--- src/hw/iie_cfg.svh ---
// timing, offsets, field positions and reset values for the interrupt enable gating block
// assumes inclusion from the package, the top module and the bench top
`ifndef IIE_CFG_SVH
`define IIE_CFG_SVH
`define IIE_ADDR_W 2
`define IIE_OFS_CTRL 2'h0
`define IIE_OFS_STATUS 2'h1
`define IIE_OFS_MASK 2'h2
`define IIE_OFS_FLAGS 2'h3
`define IIE_BIT_EVT_EN 9
`define IIE_BIT_ERR_EN 8
`define IIE_BIT_BUF_EN 10
`define IIE_PERIPHERAL_CLOCK_MHZ_MSB 5
`define IIE_CTRL_RST 32'h00000000
`define IIE_CTRL_WMASK 32'h0000073F
`define IIE_PERIPHERAL_CLOCK_MHZ_MIN 6'h04
`define IIE_PERIPHERAL_CLOCK_MHZ_MAX 6'h3C
`define IIE_ST_EVT 0
`define IIE_ST_ERR 1
`define IIE_ST_PERIPHERAL_CLOCK_MHZ 2
`define IIE_ST_W 3
`define IIE_UNMAPPED 32'h00000000
`endif

--- src/hw/iie_pkg.sv ---
// types shared by the interrupt enable gating block
// assumes iie_cfg.svh sits beside it
`include "iie_cfg.svh"
package iie_pkg;
    // bus slave answer states, gray along idle->answer
    typedef enum logic [0:0] {
        IIE_IDLE = 1'b0,
        IIE_RESP = 1'b1
    } iie_bus_state_t;
    typedef logic [`IIE_ST_W-1:0] iie_status_t;
endpackage

--- src/hw/iie_gate.sv ---
// combinational gating of controller flags into event and error requests
// assumes flags are already synchronous to i_clock
module iie_gate
    import iie_pkg::*;
(
    input wire logic i_event_irq_enable, // event interrupt enable
    input wire logic i_error_irq_enable, // error interrupt enable
    input wire logic i_buffer_irq_enable, // buffer interrupt enable
    input wire logic i_master, // master role
    input wire logic i_ten_bit_header_sent, // ten-bit header sent
    input wire logic i_stop_detected, // stop seen
    input wire logic i_byte_transfer_finished, // byte done
    input wire logic i_tx_empty, // transmit empty
    input wire logic i_rx_not_empty, // receive not empty
    input wire logic [6:0] i_err_flags, // error flag group
    output logic o_event_req, // gated event request
    output logic o_error_req // gated error request
);
    logic buf_evt; // buffer events
    logic core_evt; // non-buffer events
    always_comb begin
        buf_evt = i_tx_empty | i_rx_not_empty;
        // header in master role, stop in slave role
        core_evt = (i_master & i_ten_bit_header_sent) | (~i_master & i_stop_detected);
        // byte done counts even with no buffer event pending
        core_evt = core_evt | i_byte_transfer_finished;
        // buffer events need both enables
        o_event_req = i_event_irq_enable & (core_evt | (i_buffer_irq_enable & buf_evt));
        o_error_req = i_error_irq_enable & (|i_err_flags);
    end
endmodule // iie_gate

--- src/hw/iie_top.sv ---
// interrupt enable gating and clock frequency control with an avalon-mm slave
// assumes flags come from logic on i_clock; bus master holds requests until waitrequest low
//
// Implementation choices: the placing of the registers and the Avalon-MM register port.
`include "iie_cfg.svh"
// Notes on behaviour
// - event irq on header (master) or stop (slave)
// - byte done raises event irq alone
// - buffer events need buffer enable too
// - error enable bit 8, resets zero
// - error irq on any error flag
module iie_top
    import iie_pkg::*;
(
    input wire logic i_clock, // 100 MHz clock
    input wire logic i_rst, // sync reset, active high
    input wire logic [`IIE_ADDR_W-1:0] i_address, // word address
    input wire logic i_read, // read strobe
    input wire logic i_write, // write strobe
    input wire logic [31:0] i_writedata, // write data
    input wire logic [3:0] i_byteenable, // byte enables
    output logic [31:0] o_readdata, // read data
    output logic o_waitrequest, // stall
    input wire logic i_master, // controller in master role
    input wire logic i_ten_bit_header_sent, // flag
    input wire logic i_stop_detected, // flag
    input wire logic i_byte_transfer_finished, // flag
    input wire logic i_tx_empty, // flag
    input wire logic i_rx_not_empty, // flag
    input wire logic i_bus_error, // flag
    input wire logic i_arbitration_lost, // flag
    input wire logic i_ack_failure, // flag
    input wire logic i_overrun_underrun, // flag
    input wire logic i_packet_check_error, // flag
    input wire logic i_timeout, // flag
    input wire logic i_smbus_alert, // flag
    output logic o_event_irq, // event interrupt level
    output logic o_error_irq, // error interrupt level
    output logic [5:0] o_peripheral_clock_mhz, // to timing generator
    output logic o_irq // masked status interrupt
);
    logic [31:0] ctrl; // control register
    iie_status_t status; // sticky events
    iie_status_t mask; // status mask
    iie_bus_state_t state; // slave state
    logic event_req; // gated event request
    logic error_req; // gated error request
    logic event_req_d; // for rise detection
    logic error_req_d; // for rise detection
    logic peripheral_clock_mhz_bad; // frequency outside range
    logic wr_hit; // write accepted this cycle
    iie_status_t set_bits; // new events
    logic [31:0] wmask; // byte lane mask

    // byte enables widened to a bit mask
    function automatic logic [31:0] lane_mask(input logic [3:0] be);
        lane_mask = {{8{be[3]}}, {8{be[2]}}, {8{be[1]}}, {8{be[0]}}};
    endfunction

    iie_gate u_gate (
        .i_event_irq_enable(ctrl[`IIE_BIT_EVT_EN]),
        .i_error_irq_enable(ctrl[`IIE_BIT_ERR_EN]),
        .i_buffer_irq_enable(ctrl[`IIE_BIT_BUF_EN]),
        .i_master(i_master),
        .i_ten_bit_header_sent(i_ten_bit_header_sent),
        .i_stop_detected(i_stop_detected),
        .i_byte_transfer_finished(i_byte_transfer_finished),
        .i_tx_empty(i_tx_empty),
        .i_rx_not_empty(i_rx_not_empty),
        .i_err_flags({i_bus_error, i_arbitration_lost, i_ack_failure, i_overrun_underrun,
                      i_packet_check_error, i_timeout, i_smbus_alert}),
        .o_event_req(event_req),
        .o_error_req(error_req)
    );

    // one wait cycle then answer; keeps read data registered
    always_ff @(posedge i_clock) begin
        if (i_rst) begin
            state <= IIE_IDLE;
        end else begin
            unique case (state)
                IIE_IDLE: begin
                    if (i_read | i_write) begin
                        state <= IIE_RESP;
                    end
                end
                IIE_RESP: begin
                    state <= IIE_IDLE;
                end
            endcase
        end
    end

    always_comb begin
        o_waitrequest = (i_read | i_write) & (state == IIE_IDLE);
        wr_hit = i_write & (state == IIE_RESP);
        wmask = lane_mask(i_byteenable);
    end

    // control register: enables reset to zero, reserved bits stay zero
    always_ff @(posedge i_clock) begin
        if (i_rst) begin
            ctrl <= `IIE_CTRL_RST;
        end else if (wr_hit && i_address == `IIE_OFS_CTRL) begin
            ctrl <= (ctrl & ~(wmask & `IIE_CTRL_WMASK)) | (i_writedata & wmask & `IIE_CTRL_WMASK);
        end
    end

    always_ff @(posedge i_clock) begin
        if (i_rst) begin
            mask <= '0;
        end else if (wr_hit && i_address == `IIE_OFS_MASK && i_byteenable[0]) begin
            mask <= i_writedata[`IIE_ST_W-1:0];
        end
    end

    // software owns the value; only flag it if out of range
    always_comb begin
        o_peripheral_clock_mhz = ctrl[`IIE_PERIPHERAL_CLOCK_MHZ_MSB:0];
        peripheral_clock_mhz_bad = (ctrl[`IIE_PERIPHERAL_CLOCK_MHZ_MSB:0] < `IIE_PERIPHERAL_CLOCK_MHZ_MIN) | (ctrl[`IIE_PERIPHERAL_CLOCK_MHZ_MSB:0] > `IIE_PERIPHERAL_CLOCK_MHZ_MAX);
        set_bits = '0;
        set_bits[`IIE_ST_EVT] = event_req & ~event_req_d;
        set_bits[`IIE_ST_ERR] = error_req & ~error_req_d;
        set_bits[`IIE_ST_PERIPHERAL_CLOCK_MHZ] = peripheral_clock_mhz_bad;
    end

    always_ff @(posedge i_clock) begin
        if (i_rst) begin
            event_req_d <= 1'b0;
            error_req_d <= 1'b0;
        end else begin
            event_req_d <= event_req;
            error_req_d <= error_req;
        end
    end

    // sticky status, write one clears, set wins over clear
    always_ff @(posedge i_clock) begin
        if (i_rst) begin
            status <= '0;
        end else if (wr_hit && i_address == `IIE_OFS_STATUS && i_byteenable[0]) begin
            status <= (status & ~i_writedata[`IIE_ST_W-1:0]) | set_bits;
        end else begin
            status <= status | set_bits;
        end
    end

    // request levels follow the gated flags one edge later; held while any qualifying flag stays set
    always_ff @(posedge i_clock) begin
        if (i_rst) begin
            o_event_irq <= 1'b0;
            o_error_irq <= 1'b0;
            o_irq <= 1'b0;
        end else begin
            o_event_irq <= event_req;
            o_error_irq <= error_req;
            o_irq <= |(status & mask);
        end
    end

    // read data registered on the answer cycle; all four word addresses are mapped
    always_ff @(posedge i_clock) begin
        if (i_rst) begin
            o_readdata <= '0;
        end else if (i_read && state == IIE_IDLE) begin
            unique case (i_address)
                `IIE_OFS_CTRL: o_readdata <= ctrl;
                `IIE_OFS_STATUS: o_readdata <= {29'h0, status};
                `IIE_OFS_MASK: o_readdata <= {29'h0, mask};
                `IIE_OFS_FLAGS: o_readdata <= {20'h0, i_master, i_smbus_alert, i_timeout,
                                               i_packet_check_error, i_overrun_underrun, i_ack_failure,
                                               i_arbitration_lost, i_bus_error, i_rx_not_empty, i_tx_empty,
                                               i_byte_transfer_finished, i_stop_detected};
            endcase
        end
    end
endmodule // iie_top

--- config.mk ---
export PLATFORM = sky130hd
export DESIGN_NAME = iie_top
export DESIGN_NICKNAME = d
export VERILOG_FILES = /design/src/hw/iie_pkg.sv /design/src/hw/iie_gate.sv /design/src/hw/iie_top.sv
export VERILOG_INCLUDE_DIRS = /design/src /design/src/hw
export SDC_FILE = /design/constraint.sdc
export NUM_CORES = 1
export LEC_CHECK = 0
export BUFFER_PORTS_ARGS = -buffer_cell sky130_fd_sc_hd__buf_2
export CORE_ASPECT_RATIO = 0.5
export CORE_UTILIZATION = 47
export CTS_BUF_LIST = sky130_fd_sc_hd__clkbuf_4 sky130_fd_sc_hd__clkbuf_8
export DETAILED_ROUTE_END_ITERATION = 10
export GPL_ROUTABILITY_DRIVEN = 0
export PLACE_DENSITY_LB_ADDON = 0.25
export SLEW_MARGIN = 25
export SYNTH_ARGS = -nofsm -noshare
export SYNTH_HDL_FRONTEND = slang
export SYNTH_SLANG_ARGS = --single-unit
--- constraint.sdc ---
create_clock -name i_clock -period 3.3 [get_ports i_clock]
set_input_delay 0.66 -clock i_clock [delete_from_list [all_inputs] [get_ports i_clock]]
set_output_delay 0.66 -clock i_clock [all_outputs]
set_load 0.01 [all_outputs]
Yosys cells after proc, flatten, opt, wreduce, memory -nomap -nowiden

Cells that the tools add are included.

Flip-flop bits (word level): 74
ROM bits: 0
RAM bits: 0
Latch bits: 0
Logic and storage cells: 54
Output and inout bits: 42
Memories kept: 0
Input bits: 55

Bitwise gates (word level): 28
$add $sub $neg: 0
Reductions and logical operators: 9
Multiplexer cells: 4
Equal/unequal tests: 3
Shift operators: 0
Multipliers: 0
Magnitude comparators: 2
Div/mod/pow operators: 0

Operators with widths:

| kind                                                                          | number |
|---|---|
| 32-bit case mux with 4 select lines                                           | 1 |
| 32-bit bitwise AND                                                            | 1 |
| 11-bit NOT with 32-bit output                                                 | 1 |
| 32-bit by 11-bit bitwise OR with 32-bit output                                | 1 |
| 11-bit bitwise AND                                                            | 1 |
| 1-bit bitwise AND                                                             | 9 |
| 7-bit OR reduction                                                            | 1 |
| 3-bit bitwise AND                                                             | 2 |
| 6-bit greater-than comparator (second input constant)                         | 1 |
| 1-bit logical AND                                                             | 6 |
| 6-bit by 3-bit less-than comparator with 1-bit output (second input constant) | 1 |
| 1-bit bitwise OR                                                              | 6 |
| 3-bit bitwise OR                                                              | 2 |
| 2-bit == test (second input constant)                                         | 2 |
| 1-bit NOT                                                                     | 4 |
| 3-bit two-way mux                                                             | 1 |
| 3-bit NOT                                                                     | 1 |
| 3-bit OR reduction                                                            | 1 |
| 2-bit by 1-bit == test with 1-bit output (second input constant)              | 1 |
| 2-bit zero test                                                               | 1 |
| 1-bit case mux with 2 select lines                                            | 1 |
| 1-bit two-way mux                                                             | 1 |

Depth between registers and ports, before layout

Gate-level depths: netlist of run 1.

Depth in word-level cells: 9
Mapped depth: 5
Mapped depth without buffers: 3

By module

A second synthesis of run 1 with hierarchy kept.

Cells, all modules: 177
Area, all modules: 1,650.3 um2

Modules (own cells, without submodules):

| module   | cells an instance | instances | area an instance (um2) | sequential area each (um2) |
|---|---|---|---|---|
| iie_top  | 171               | 1         | 1,604.0                | 620.6 |
| iie_gate | 6                 | 1         | 46.3                   | 0.0 |

Worst setup path before layout of run 1

No wires, ideal clock.

Path kind: in2reg
Start point: in i_ack_failure
End point: reg status[1]
Path buffers: 0
Arrival: 1.411 ns
Stages on the path: 3
Path slack: 1.763 ns
Required time: 3.173 ns
Setup time: 0.127 ns
Cells stage by stage: or4_4 nor4_4 o41ai_1

Longest elaborated chain between the ends: 5
Elaborated cells on any way between the ends: 6
Classes of those cells: mux: 1; bitwise: 4; reduce/logical: 1

RTL lines:

| what                                       | line                           | source |
|---|---|---|
| start: declaration                         | iie_top.sv:32                  | `input wire logic i_ack_failure,` |
| 7-bit OR reduction *                       | iie_gate.sv:29                 | `o_error_req = i_error_irq_enable & (\|i_err_flags);` |
| 1-bit bitwise AND *                        | iie_gate.sv:29                 |  |
| 1-bit bitwise AND *                        | iie_top.sv:123                 | `` set_bits[`IIE_ST_ERR] = error_req & ~error_req_d; `` |
| 3-bit bitwise OR, on equally long branches | iie_top.sv:144, iie_top.sv:142 |  |
| 3-bit two-way mux *                        | iie_top.sv:141                 | `` end else if (wr_hit && i_address == `IIE_OFS_STATUS && i_byteenable[0]) begin `` |
| end signal: assignment                     | iie_top.sv:142                 | `` status <= (status & ~i_writedata[`IIE_ST_W-1:0]) \| set_bits; `` |
| end signal: assignment                     | iie_top.sv:144                 | `status <= status \| set_bits;` |
| end: declaration                           | iie_top.sv:43                  | `iie_status_t status;` |

Every way passes the cells marked *; elsewhere a longest branch is shown, timed or not.
A chain may end at the register's enable or synchronous reset.

Worst setup path after layout of run 1

Start point: in i_write
End point: out o_waitrequest

Longest elaborated chain between the ends: 2

RTL lines:

| what               | line          | source |
|---|---|---|
| start: declaration | iie_top.sv:19 | `input wire logic i_write,` |
| 1-bit bitwise OR   | iie_top.sv:95 | `o_waitrequest = (i_read \| i_write) & (state == IIE_IDLE);` |
| 1-bit bitwise AND  | iie_top.sv:95 |  |
| end: declaration   | iie_top.sv:23 | `output logic o_waitrequest,` |

No other way between the ends.

==> impl_metrics.json, run 1 <==
{
  "outcome": "complete, no violations",
  "hold_slack_ps": 446,
  "placed_area_sq_mm": 0.00172,
  "worstPathMaxFanout": 5,
  "final_util_pct": 59.3,
  "max_stage_delay_ps": 140,
  "ys_warn_count": 0,
  "hold-path-cell-count": 1,
  "synth_area_leaders": "dfxtp_1 (40%), buf_4 (11%), a21oi_1 (6.1%)",
  "grt_pass1_wl_mm": 5.83,
  "synth_top_area_share_pct": 40.1,
  "antenna_found_initial": 0,
  "grt-ovfl-total": 0,
  "root_buffer": "clkbuf_8",
  "cap_violations": 0,
  "cts_buffer_depth": 2,
  "worstSetupPathDepth": 4,
  "yosys.area.top_type": "dfxtp_1",
  "max-vdd-ir-drop_mv": 0.223,
  "ys_types": 37,
  "min_period_over_period_pct": 53.7,
  "drtAntennaViolNets": 0,
  "worstMarginPinSlew_ps": 670,
  "p_leak_uw": 0.000772,
  "dr.pass1.iters": 4,
  "clk_pin_slew_ps": 60,
  "viasPerCell": 5.38,
  "core_area_sq_mm": 0.00307,
  "design_area_sq_mm": 0.00182,
  "fp.dieH_microns": 42.6,
  "maxSlewViolCount": 0,
  "antenna_cells": 0,
  "cts-resized-gates": 0,
  "grt_usage_pct": 21.8,
  "power.density_mw_per_mm2": 456,
  "critPathSlowestCell": "buf_2",
  "worstPathCellList": "buf_2, nor2_1, nor2_1, buf_2",
  "syn_avg_cell_area_sq_um": 8.89,
  "post-route-drc-count": 0,
  "start_util_pct": 50.4,
  "hold_viol": 0,
  "wire_per_inst_microns": 13.7,
  "port_buffers": 51,
  "setup_viol": 0,
  "cp_top_family": "buffers and inverters",
  "critPathBufInv": 2,
  "hp-class": "register to register",
  "fmax_mhz": 564,
  "drt_wl_total_mm": 3.60,
  "fill_cells": 285,
  "syn_inst": 174,
  "dp.cells": 254,
  "crit_type": "primary input to output port",
  "cts.sinks": 31,
  "worst_setup_path_start_kind": "primary input",
  "dpl.hpwl_mm": 2.57,
  "fp-row-count": 14,
  "cts_buffers": 5,
  "dr_total_vias": 1410,
  "cts_tree": "built",
  "grt_pass1_vias": 1199,
  "max-slew-margin-rel_pct": 54.2,
  "synth_area_sq_mm": 0.00155,
  "die-area_sq_mm": 0.00354,
  "rsz0062_at_grt": "false",
  "finClkSkew_ps": 2.78,
  "cts_hold_buf": 0,
  "worst_ep_required_time_ps": 2640,
  "critPathArrivalTime_ps": 1110,
  "period_needed_ps": 1770,
  "r2r_cells": 3,
  "fp.dieW_microns": 83.1,
  "critPathCaptureType": "output port",
  "setup-tns-final_ps": 0,
  "num-nets-final": 276,
  "grt_max_degree": 34,
  "synth-seq-cells": 31,
  "area_delta_synth_final_pct": 17.6,
  "insertion_delay_ps": 290,
  "htreeDepth": 2,
  "io-pin-count": 97,
  "ys_seq_area_share_pct": 40.1,
  "instances_no_fill": 262,
  "cts_setup_buffers": 0,
  "drive_above_1_share_pct": 29.3,
  "drt_iter0_drc": 88
}
-- metal layers --
| layer | vias to the layer above | share of wire [%] | wire length [microns] | track usage, % |
|---|---|---|---|---|
| li1 | 691 | - | - | - |
| met1 | 661 | 52 | 1860 | 32.4 |
| met2 | 55 | 41 | 1470 | 28.9 |
| met3 | 3 | 6.6 | 237 | 6.10 |
| met4 | 0 | 0.75 | 27 | 9.31 |
| met5 | - | 0 | 0 | 0 |
-- through the flow --
stage	power, uW	setup WS (ps)
4_1_cts	829	1520
2_1_floorplan	472	1760
5_1_grt	856	1470
3_3_place_gp	489	1480
3_5_place_dp	491	1490
6_report	829	1530
-- area by class of cell --
type / count / area, sq um / share of cell area, %
Multi-Input combinational cell: 129 / 778 / 42.8
Sequential cell: 31 / 621 / 34.1
Timing Repair Buffer: 51 / 255 / 14.0
Clock buffer: 8 / 104 / 5.71
Inverter: 3 / 11.3 / 0.619
Tap cell: 40 / 50.0 / 2.75
-- cell usage in the layout (no fill, tap or decap) --
cell type and instances:
nor4_4 1, o21a_1 1, or4_4 1, nor2b_1 4, a2111oi_0 1, clkbuf_8 7
a21oi_1 19, and4b_1 1, and3_1 1, or4_1 1, a22oi_1 3, nor3_1 5
a221oi_1 2, a32oi_1 4, o41ai_1 2, a31oi_1 1, nand4_1 3, nor2_4 1
or2_1 1, nand4bb_1 1, a41o_1 2, o21ai_0 14, nand2_1 10, nor2_1 8
nand3b_1 1, inv_1 3, and2_1 2, and4_1 1, nand3_1 10, nand2b_1 4
a222oi_1 1, mux4_2 3, dfxtp_1 31, buf_2 51, clkbuf_4 1, conb_1 20
-- kinds of logic after synthesis --
group,share of synthesized area [%]
flops,40.1
compound gates,20.1
simple gates,21.0
mux,4.37
buf+inv,14.2
other cells,0.242
-- worst register-to-register path: cells and delay by family (launching register included) --
kind	cells	cell delay (ps)
AO/OA/AOI/OAI	2	390
AND/OR/NAND/NOR	1	490
flip-flops	1	380
-- worst paths after layout --
| check | start | end | slack (ps) |
|---|---|---|---|
| worst min-delay path | o_error_irq | status[1] | 450 |
| worst max register to register | state | o_readdata[9] | 1980 |
| worst min register to register | o_error_irq | status[1] | 450 |
| worst max-delay path | i_write | o_waitrequest | 1530 |
-- power by group --
part	internal, uW	total (uW)	switching (uW)
sequential	383	389	6.15
combinational	33.8	94.3	60.4
clock	198	346	147
-- synth_stat cells --
library cell  instances
nor2_4                1
a222oi_1              1
or4_4                 1
o41ai_1               2
conb_1                1
nand2b_1              4
a221oi_1              2
dfxtp_1              31
clkbuf_1              3
nand4bb_1             1
and4_1                1
a2111oi_0             1
buf_4                22
nand4_1               3
o21a_1                1
a32oi_1               4
o21ai_0              14
nor2_1                8
a22oi_1               3
and3_1                1
buf_6                 1
mux4_2                3
buf_2                 4
or4_1                 1
and4b_1               1
or2_1                 1
a41o_1                2
and2_1                2
a21oi_1              19
nand3_1              10
nor3_1                5
nand2_1              10
nor2b_1               4
a31oi_1               1
nand3b_1              1
nor4_4                1
inv_1                 3
Note: power is estimated with default switching activity, not from simulation.
==> run 2: changes to the inputs <==
CORE_UTILIZATION = 40   (was 47)
clock period = 1.6 ns   (was 3.3 ns; I/O delays follow)
==> run 2 against run 1 <==
Effect of this change:
- combinational power increased by 120%
- first-iteration DRC count unchanged
- count of clock-buffer cells in the layout decreased by 2
- die area up 17%
- largest cell class unchanged
- largest power group unchanged
==> impl_metrics.json, run 2 (same netlist as run 1, synthesis figures left out) <==
{
  "grt_pass1_wl_mm": 5.88,
  "cts_tree": "built",
  "grt_usage_pct": 18.7,
  "hold-path-cell-count": 3,
  "grt_max_degree": 18,
  "core_area_sq_mm": 0.00357,
  "root_buffer": "clkbuf_8",
  "htreeDepth": 2,
  "area_delta_synth_final_pct": 18.2,
  "hold_path_end": "o_readdata[6]",
  "dr.pass1.iters": 4,
  "insertion_delay_ps": 270,
  "start_util_pct": 43.4,
  "final_cell_mix": "buf_2 (51), dfxtp_1 (31), conb_1 (20)",
  "dr_total_vias": 1430,
  "antenna_found_initial": 0,
  "finalPower_uw": 1580,
  "min_period_over_period_pct": 80.7,
  "reg2reg_slack_ps": 310,
  "fp.dieW_microns": 89.9,
  "setup-tns-final_ps": 0,
  "critPathArrivalTime_ps": 1450,
  "r2r-end": "status[0]",
  "final_util_pct": 51.3,
  "setup_viol": 0,
  "critPathCaptureType": "register",
  "worstPathMaxFanout": 3,
  "post-route-drc-count": 0,
  "hold_viol": 0,
  "power.density_mw_per_mm2": 865,
  "num-nets-final": 279,
  "hp-start": "i_ack_failure",
  "fp.dieH_microns": 46.0,
  "drtAntennaViolNets": 0,
  "finClkSkew_ps": 4.82,
  "drt_wl_total_mm": 3.68,
  "antenna_cells": 0,
  "fmax_mhz": 775,
  "max-vdd-ir-drop_mv": 0.384,
  "dpl.hpwl_mm": 2.78,
  "cts-resized-gates": 0,
  "hp-class": "primary input to register",
  "period_needed_ps": 1290,
  "cap_violations": 0,
  "drive_above_1_share_pct": 29.6,
  "clk_pin_slew_ps": 60,
  "viasPerCell": 5.22,
  "outcome": "complete, no violations",
  "worst_setup_path_start_kind": "register",
  "rsz0062_at_grt": "false",
  "p_leak_uw": 0.000773,
  "grt_pass1_vias": 1222,
  "drt_iter0_drc": 88,
  "cts_hold_buf": 0,
  "cts_buffer_depth": 2,
  "cts_setup_buffers": 0,
  "maxSlewViolCount": 0,
  "die-area_sq_mm": 0.00413,
  "cts_buffers": 5,
  "cts.sinks": 31,
  "max-slew-margin-rel_pct": 65.9,
  "layout_commonest_cell": "buf_2",
  "wire_per_inst_microns": 13.4,
  "worst_ep_required_time_ps": 1760,
  "fp-row-count": 15,
  "port_buffers": 51,
  "r2r_cells": 4,
  "io-pin-count": 97,
  "grt-ovfl-total": 0,
  "worstMarginPinSlew_ps": 498,
  "crit_type": "register to register"
}
-- run 2: critical path, cell delays in order, from the launching register on --
cell       delay [ps]
dfxtp_1           330
o21a_1            120
a2111oi_0         470
buf_4             200
o41ai_1            60
-- run 2: per-layer routing --
layer | vias up | track usage (%) | share of wire, %
met2 | 63 | 28.0 | 42
met4 | 0 | 5.81 | 0.92
li1 | 694 | - | -
met5 | - | 0 | 0
met3 | 4 | 7.00 | 8.4
met1 | 669 | 25.2 | 49
-- run 2: cell type report --
class | instances | area (sq um)
multi-input cells | 129 | 778
inverters | 3 | 11.3
fillers | 357 | 1740
clock buffers | 6 | 76.3
well taps | 51 | 63.8
flip-flops and latches | 31 | 621
repair buffers | 54 | 278
-- run 2: power by group --
part / internal (uW) / total (uW) / switching, uW
registers: 789 / 803 / 13.4
logic: 75.7 / 203 / 127
clock network: 306 / 576 / 269
total: 1170 / 1580 / 410
-- run 2: worst max-delay path by stage --
stage                        startpoint             to  slack, ps  cells past startpoint
after floorplan           i_ack_failure      status[1]        400                      3
after global placement       i_tx_empty      status[0]        100                      5
after detailed placement     i_tx_empty      status[0]        170                      5
after CTS                      register      status[0]        320                      4
after global routing              state  o_readdata[4]        180                      3
final                          register      status[0]        310                      4
-- run 2: stage by stage --
stage / hold WS, ps / cells / setup slack, ps / area [sq um]
after global routing: 305 / 274 / 183 / 1830
after floorplan: 422 / 193 / 403 / 1620
after global placement: 435 / 268 / 99.0 / 1750
after CTS: 294 / 274 / 316 / 1830
after detailed placement: 441 / 268 / 169 / 1750
final: 301 / 274 / 309 / 1830
==> run 3: changes to the inputs <==
ABC_AREA = 1   (was default)
clock period = 1.07 ns   (was 1.6 ns; I/O delays follow)
==> run 3 against run 2 <==
Effect of this change:
- the run now ends with setup timing left
- area after synthesis grew 3.2%
- wire length grew 1.7%
- register-to-register slack lost 310 ps
- die area grew 3.1%
- worst hold slack lost 120 ps
- flip-flop and latch count is the same
- cell count grew 23%
- count of clock-buffer cells in the layout grew 2
- sequential power grew 51%
- critical path depth shrank 1
- utilization grew 5.0 points
- critical path type is now register to output port
- combinational power grew 92%
==> impl_metrics.json, run 3 <==
{
  "outcome": "complete, but fails checks",
  "violations": "setup timing",
  "drt_iter0_drc": 55,
  "synth_area_sq_mm": 0.00160,
  "final_cell_mix": "buf_2 (50), nand2_1 (38), nor2_1 (28)",
  "min_period_over_period_pct": 104,
  "worstPathCellList": "buf_6, nor2_4, buf_6",
  "design_area_sq_mm": 0.00204,
  "reg2reg_slack_ps": 0,
  "start_util_pct": 44.0,
  "hold_viol": 0,
  "rsz0062_at_grt": "true",
  "cts_hold_buf": 0,
  "worst_ep_required_time_ps": 860,
  "yosys.area.top_type": "dfxtp_1",
  "max_stage_delay_ps": 330,
  "viasPerCell": 4.65,
  "synth_area_leaders": "dfxtp_1 (39%), buf_4 (9.9%), nand2_1 (9.4%)",
  "drive_above_1_share_pct": 35.1,
  "grt_usage_pct": 18.7,
  "dr.pass1.iters": 4,
  "globalRouteMet3Util_pct": 5.94,
  "maxSlewViolCount": 0,
  "met2_usage_pct": 30.0,
  "io-pin-count": 97,
  "instances_no_fill": 336,
  "synth_async_sr_flop_share_pct": 0,
  "period_needed_ps": 1120,
  "die-area_sq_mm": 0.00426,
  "yosysMostFrequentCell": "nand2_1",
  "synthTopCellsByCount": "nand2_1 (40), dfxtp_1 (31), nor2_1 (29)",
  "fp.dieW_microns": 91.3,
  "met1_usage_pct": 23.9,
  "worst_setup_path_start_kind": "register",
  "fmax_mhz": 896,
  "syn_avg_cell_area_sq_um": 7.15,
  "crit_type": "register to output port",
  "power.density_mw_per_mm2": 1300,
  "ys_warn_count": 0,
  "antenna_cells": 0,
  "worstPathMaxFanout": 3,
  "critPathSlowestCell": "dfxtp_2",
  "top_usage_layer": "met2",
  "antenna_found_initial": 0,
  "syn_inst": 223,
  "cp-endpoint": "o_waitrequest",
  "max-vdd-ir-drop_mv": 0.548,
  "synth_top_area_share_pct": 38.9,
  "dp.cells": 325,
  "num-nets-final": 339,
  "fp.dieH_microns": 46.7,
  "grt_pass1_vias": 1299,
  "fp-row-count": 15,
  "setup_viol": 2,
  "cts_tree": "built",
  "grt_max_degree": 16,
  "cts_buffers": 5,
  "hp-class": "primary input to register",
  "ys_seq_area_share_pct": 38.9,
  "dr_total_vias": 1564,
  "clk_pin_slew_ps": 60,
  "drt_wl_total_mm": 3.75,
  "core_area_sq_mm": 0.00362,
  "root_buffer": "clkbuf_8",
  "wire_per_inst_microns": 11.1,
  "placed_area_sq_mm": 0.00183,
  "dpl.hpwl_mm": 2.86,
  "port_buffers": 51,
  "htreeDepth": 2,
  "worstSetupStartpoint": "state",
  "grt-ovfl-total": 0,
  "ys_types": 27,
  "post-route-drc-count": 0,
  "grt_pass1_wl_mm": 5.89,
  "dominantRegCellSynth": "dfxtp_1",
  "critPathCaptureType": "output port",
  "final_util_pct": 56.3,
  "setup_ws_ps": -46.2,
  "critPathArrivalTime_ps": 900,
  "cts.sinks": 31,
  "finClkSkew_ps": 5.78,
  "r2r_cells": 5,
  "layout_commonest_cell": "buf_2",
  "synth_edf_count": 0,
  "r2r_start": "state",
  "synth-seq-cells": 31,
  "cts_buffer_depth": 2,
  "cap_violations": 0,
  "area_delta_synth_final_pct": 27.8,
  "insertion_delay_ps": 290,
  "setup-tns-final_ps": -49.3,
  "drtAntennaViolNets": 0,
  "crit_top_cell": "buf_6",
  "p_leak_uw": 0.00100
}
==> run 3: cell families (layout without fill, tap and decap cells) <==
kind of cell,after synthesis,after routing,synth area share (%)
AO/OA/AOI/OAI,46,46,15.9
buffers and inverters,52,94,18.9
flip-flops,31,31,38.9
other,1,20,0.235
AND/OR/NAND/NOR,93,94,26.0
==> run 3: metal layers <==
| layer | up-vias | wire length (microns) |
|---|---|---|
| met4 | 0 | 21 |
| met1 | 720 | 1850 |
| li1 | 795 | - |
| met3 | 2 | 212 |
| met5 | - | 0 |
| met2 | 47 | 1660 |
==> run 3: stage by stage <==
step           hold slack, ps  total power, uW  worst slack [ps]
6_report                  176             2650             -46.2
5_1_grt                   192             2770             -85.9
4_1_cts                   173             2630             -63.5
3_5_place_dp              433             1590             -49.1
3_3_place_gp              427             1580             -21.1
2_1_floorplan             360             1500              33.0
==> run 3: worst min-delay path by stage <==
stage | slack (ps) | start | endpoint | cells after the start
after floorplan | 360 | i_writedata[2] | register | 2
after global placement | 430 | register | o_error_irq | 2
after detailed placement | 430 | register | o_error_irq | 2
after CTS | 170 | i_overrun_underrun | o_readdata[7] | 3
after global routing | 190 | i_overrun_underrun | o_readdata[7] | 3
final | 180 | i_overrun_underrun | o_readdata[7] | 3
==> run 3: timing repair <==
action	in CTS	in global routing
setup endpoints to repair	10	25
resized for setup	6	19
cloned	0	1
buffers inserted	0	2
pin swaps	1	5
==> run 3: final cells by class <==
type / instances / area [sq um]
Fill cell: 365 / 1580
Multi-Input combinational cell: 160 / 812
Sequential cell: 31 / 627
Timing Repair Buffer: 59 / 329
Clock buffer: 8 / 104
Inverter: 27 / 103
Tap cell: 51 / 63.8
==> run 3: power breakdown <==
| group | internal (uW) | total [uW] | switching (uW) |
|---|---|---|---|
| Sequential | 1190 | 1210 | 22.0 |
| Clock | 612 | 1050 | 438 |
| Combinational | 154 | 390 | 236 |
| Total | 1960 | 2650 | 697 |
==> run 3: worst max-delay path, delay by kind of cell, from the launching register on <==
kind,cells,cell delay (ps)
flops,1,330
buf+inv,2,220
simple gates,1,70
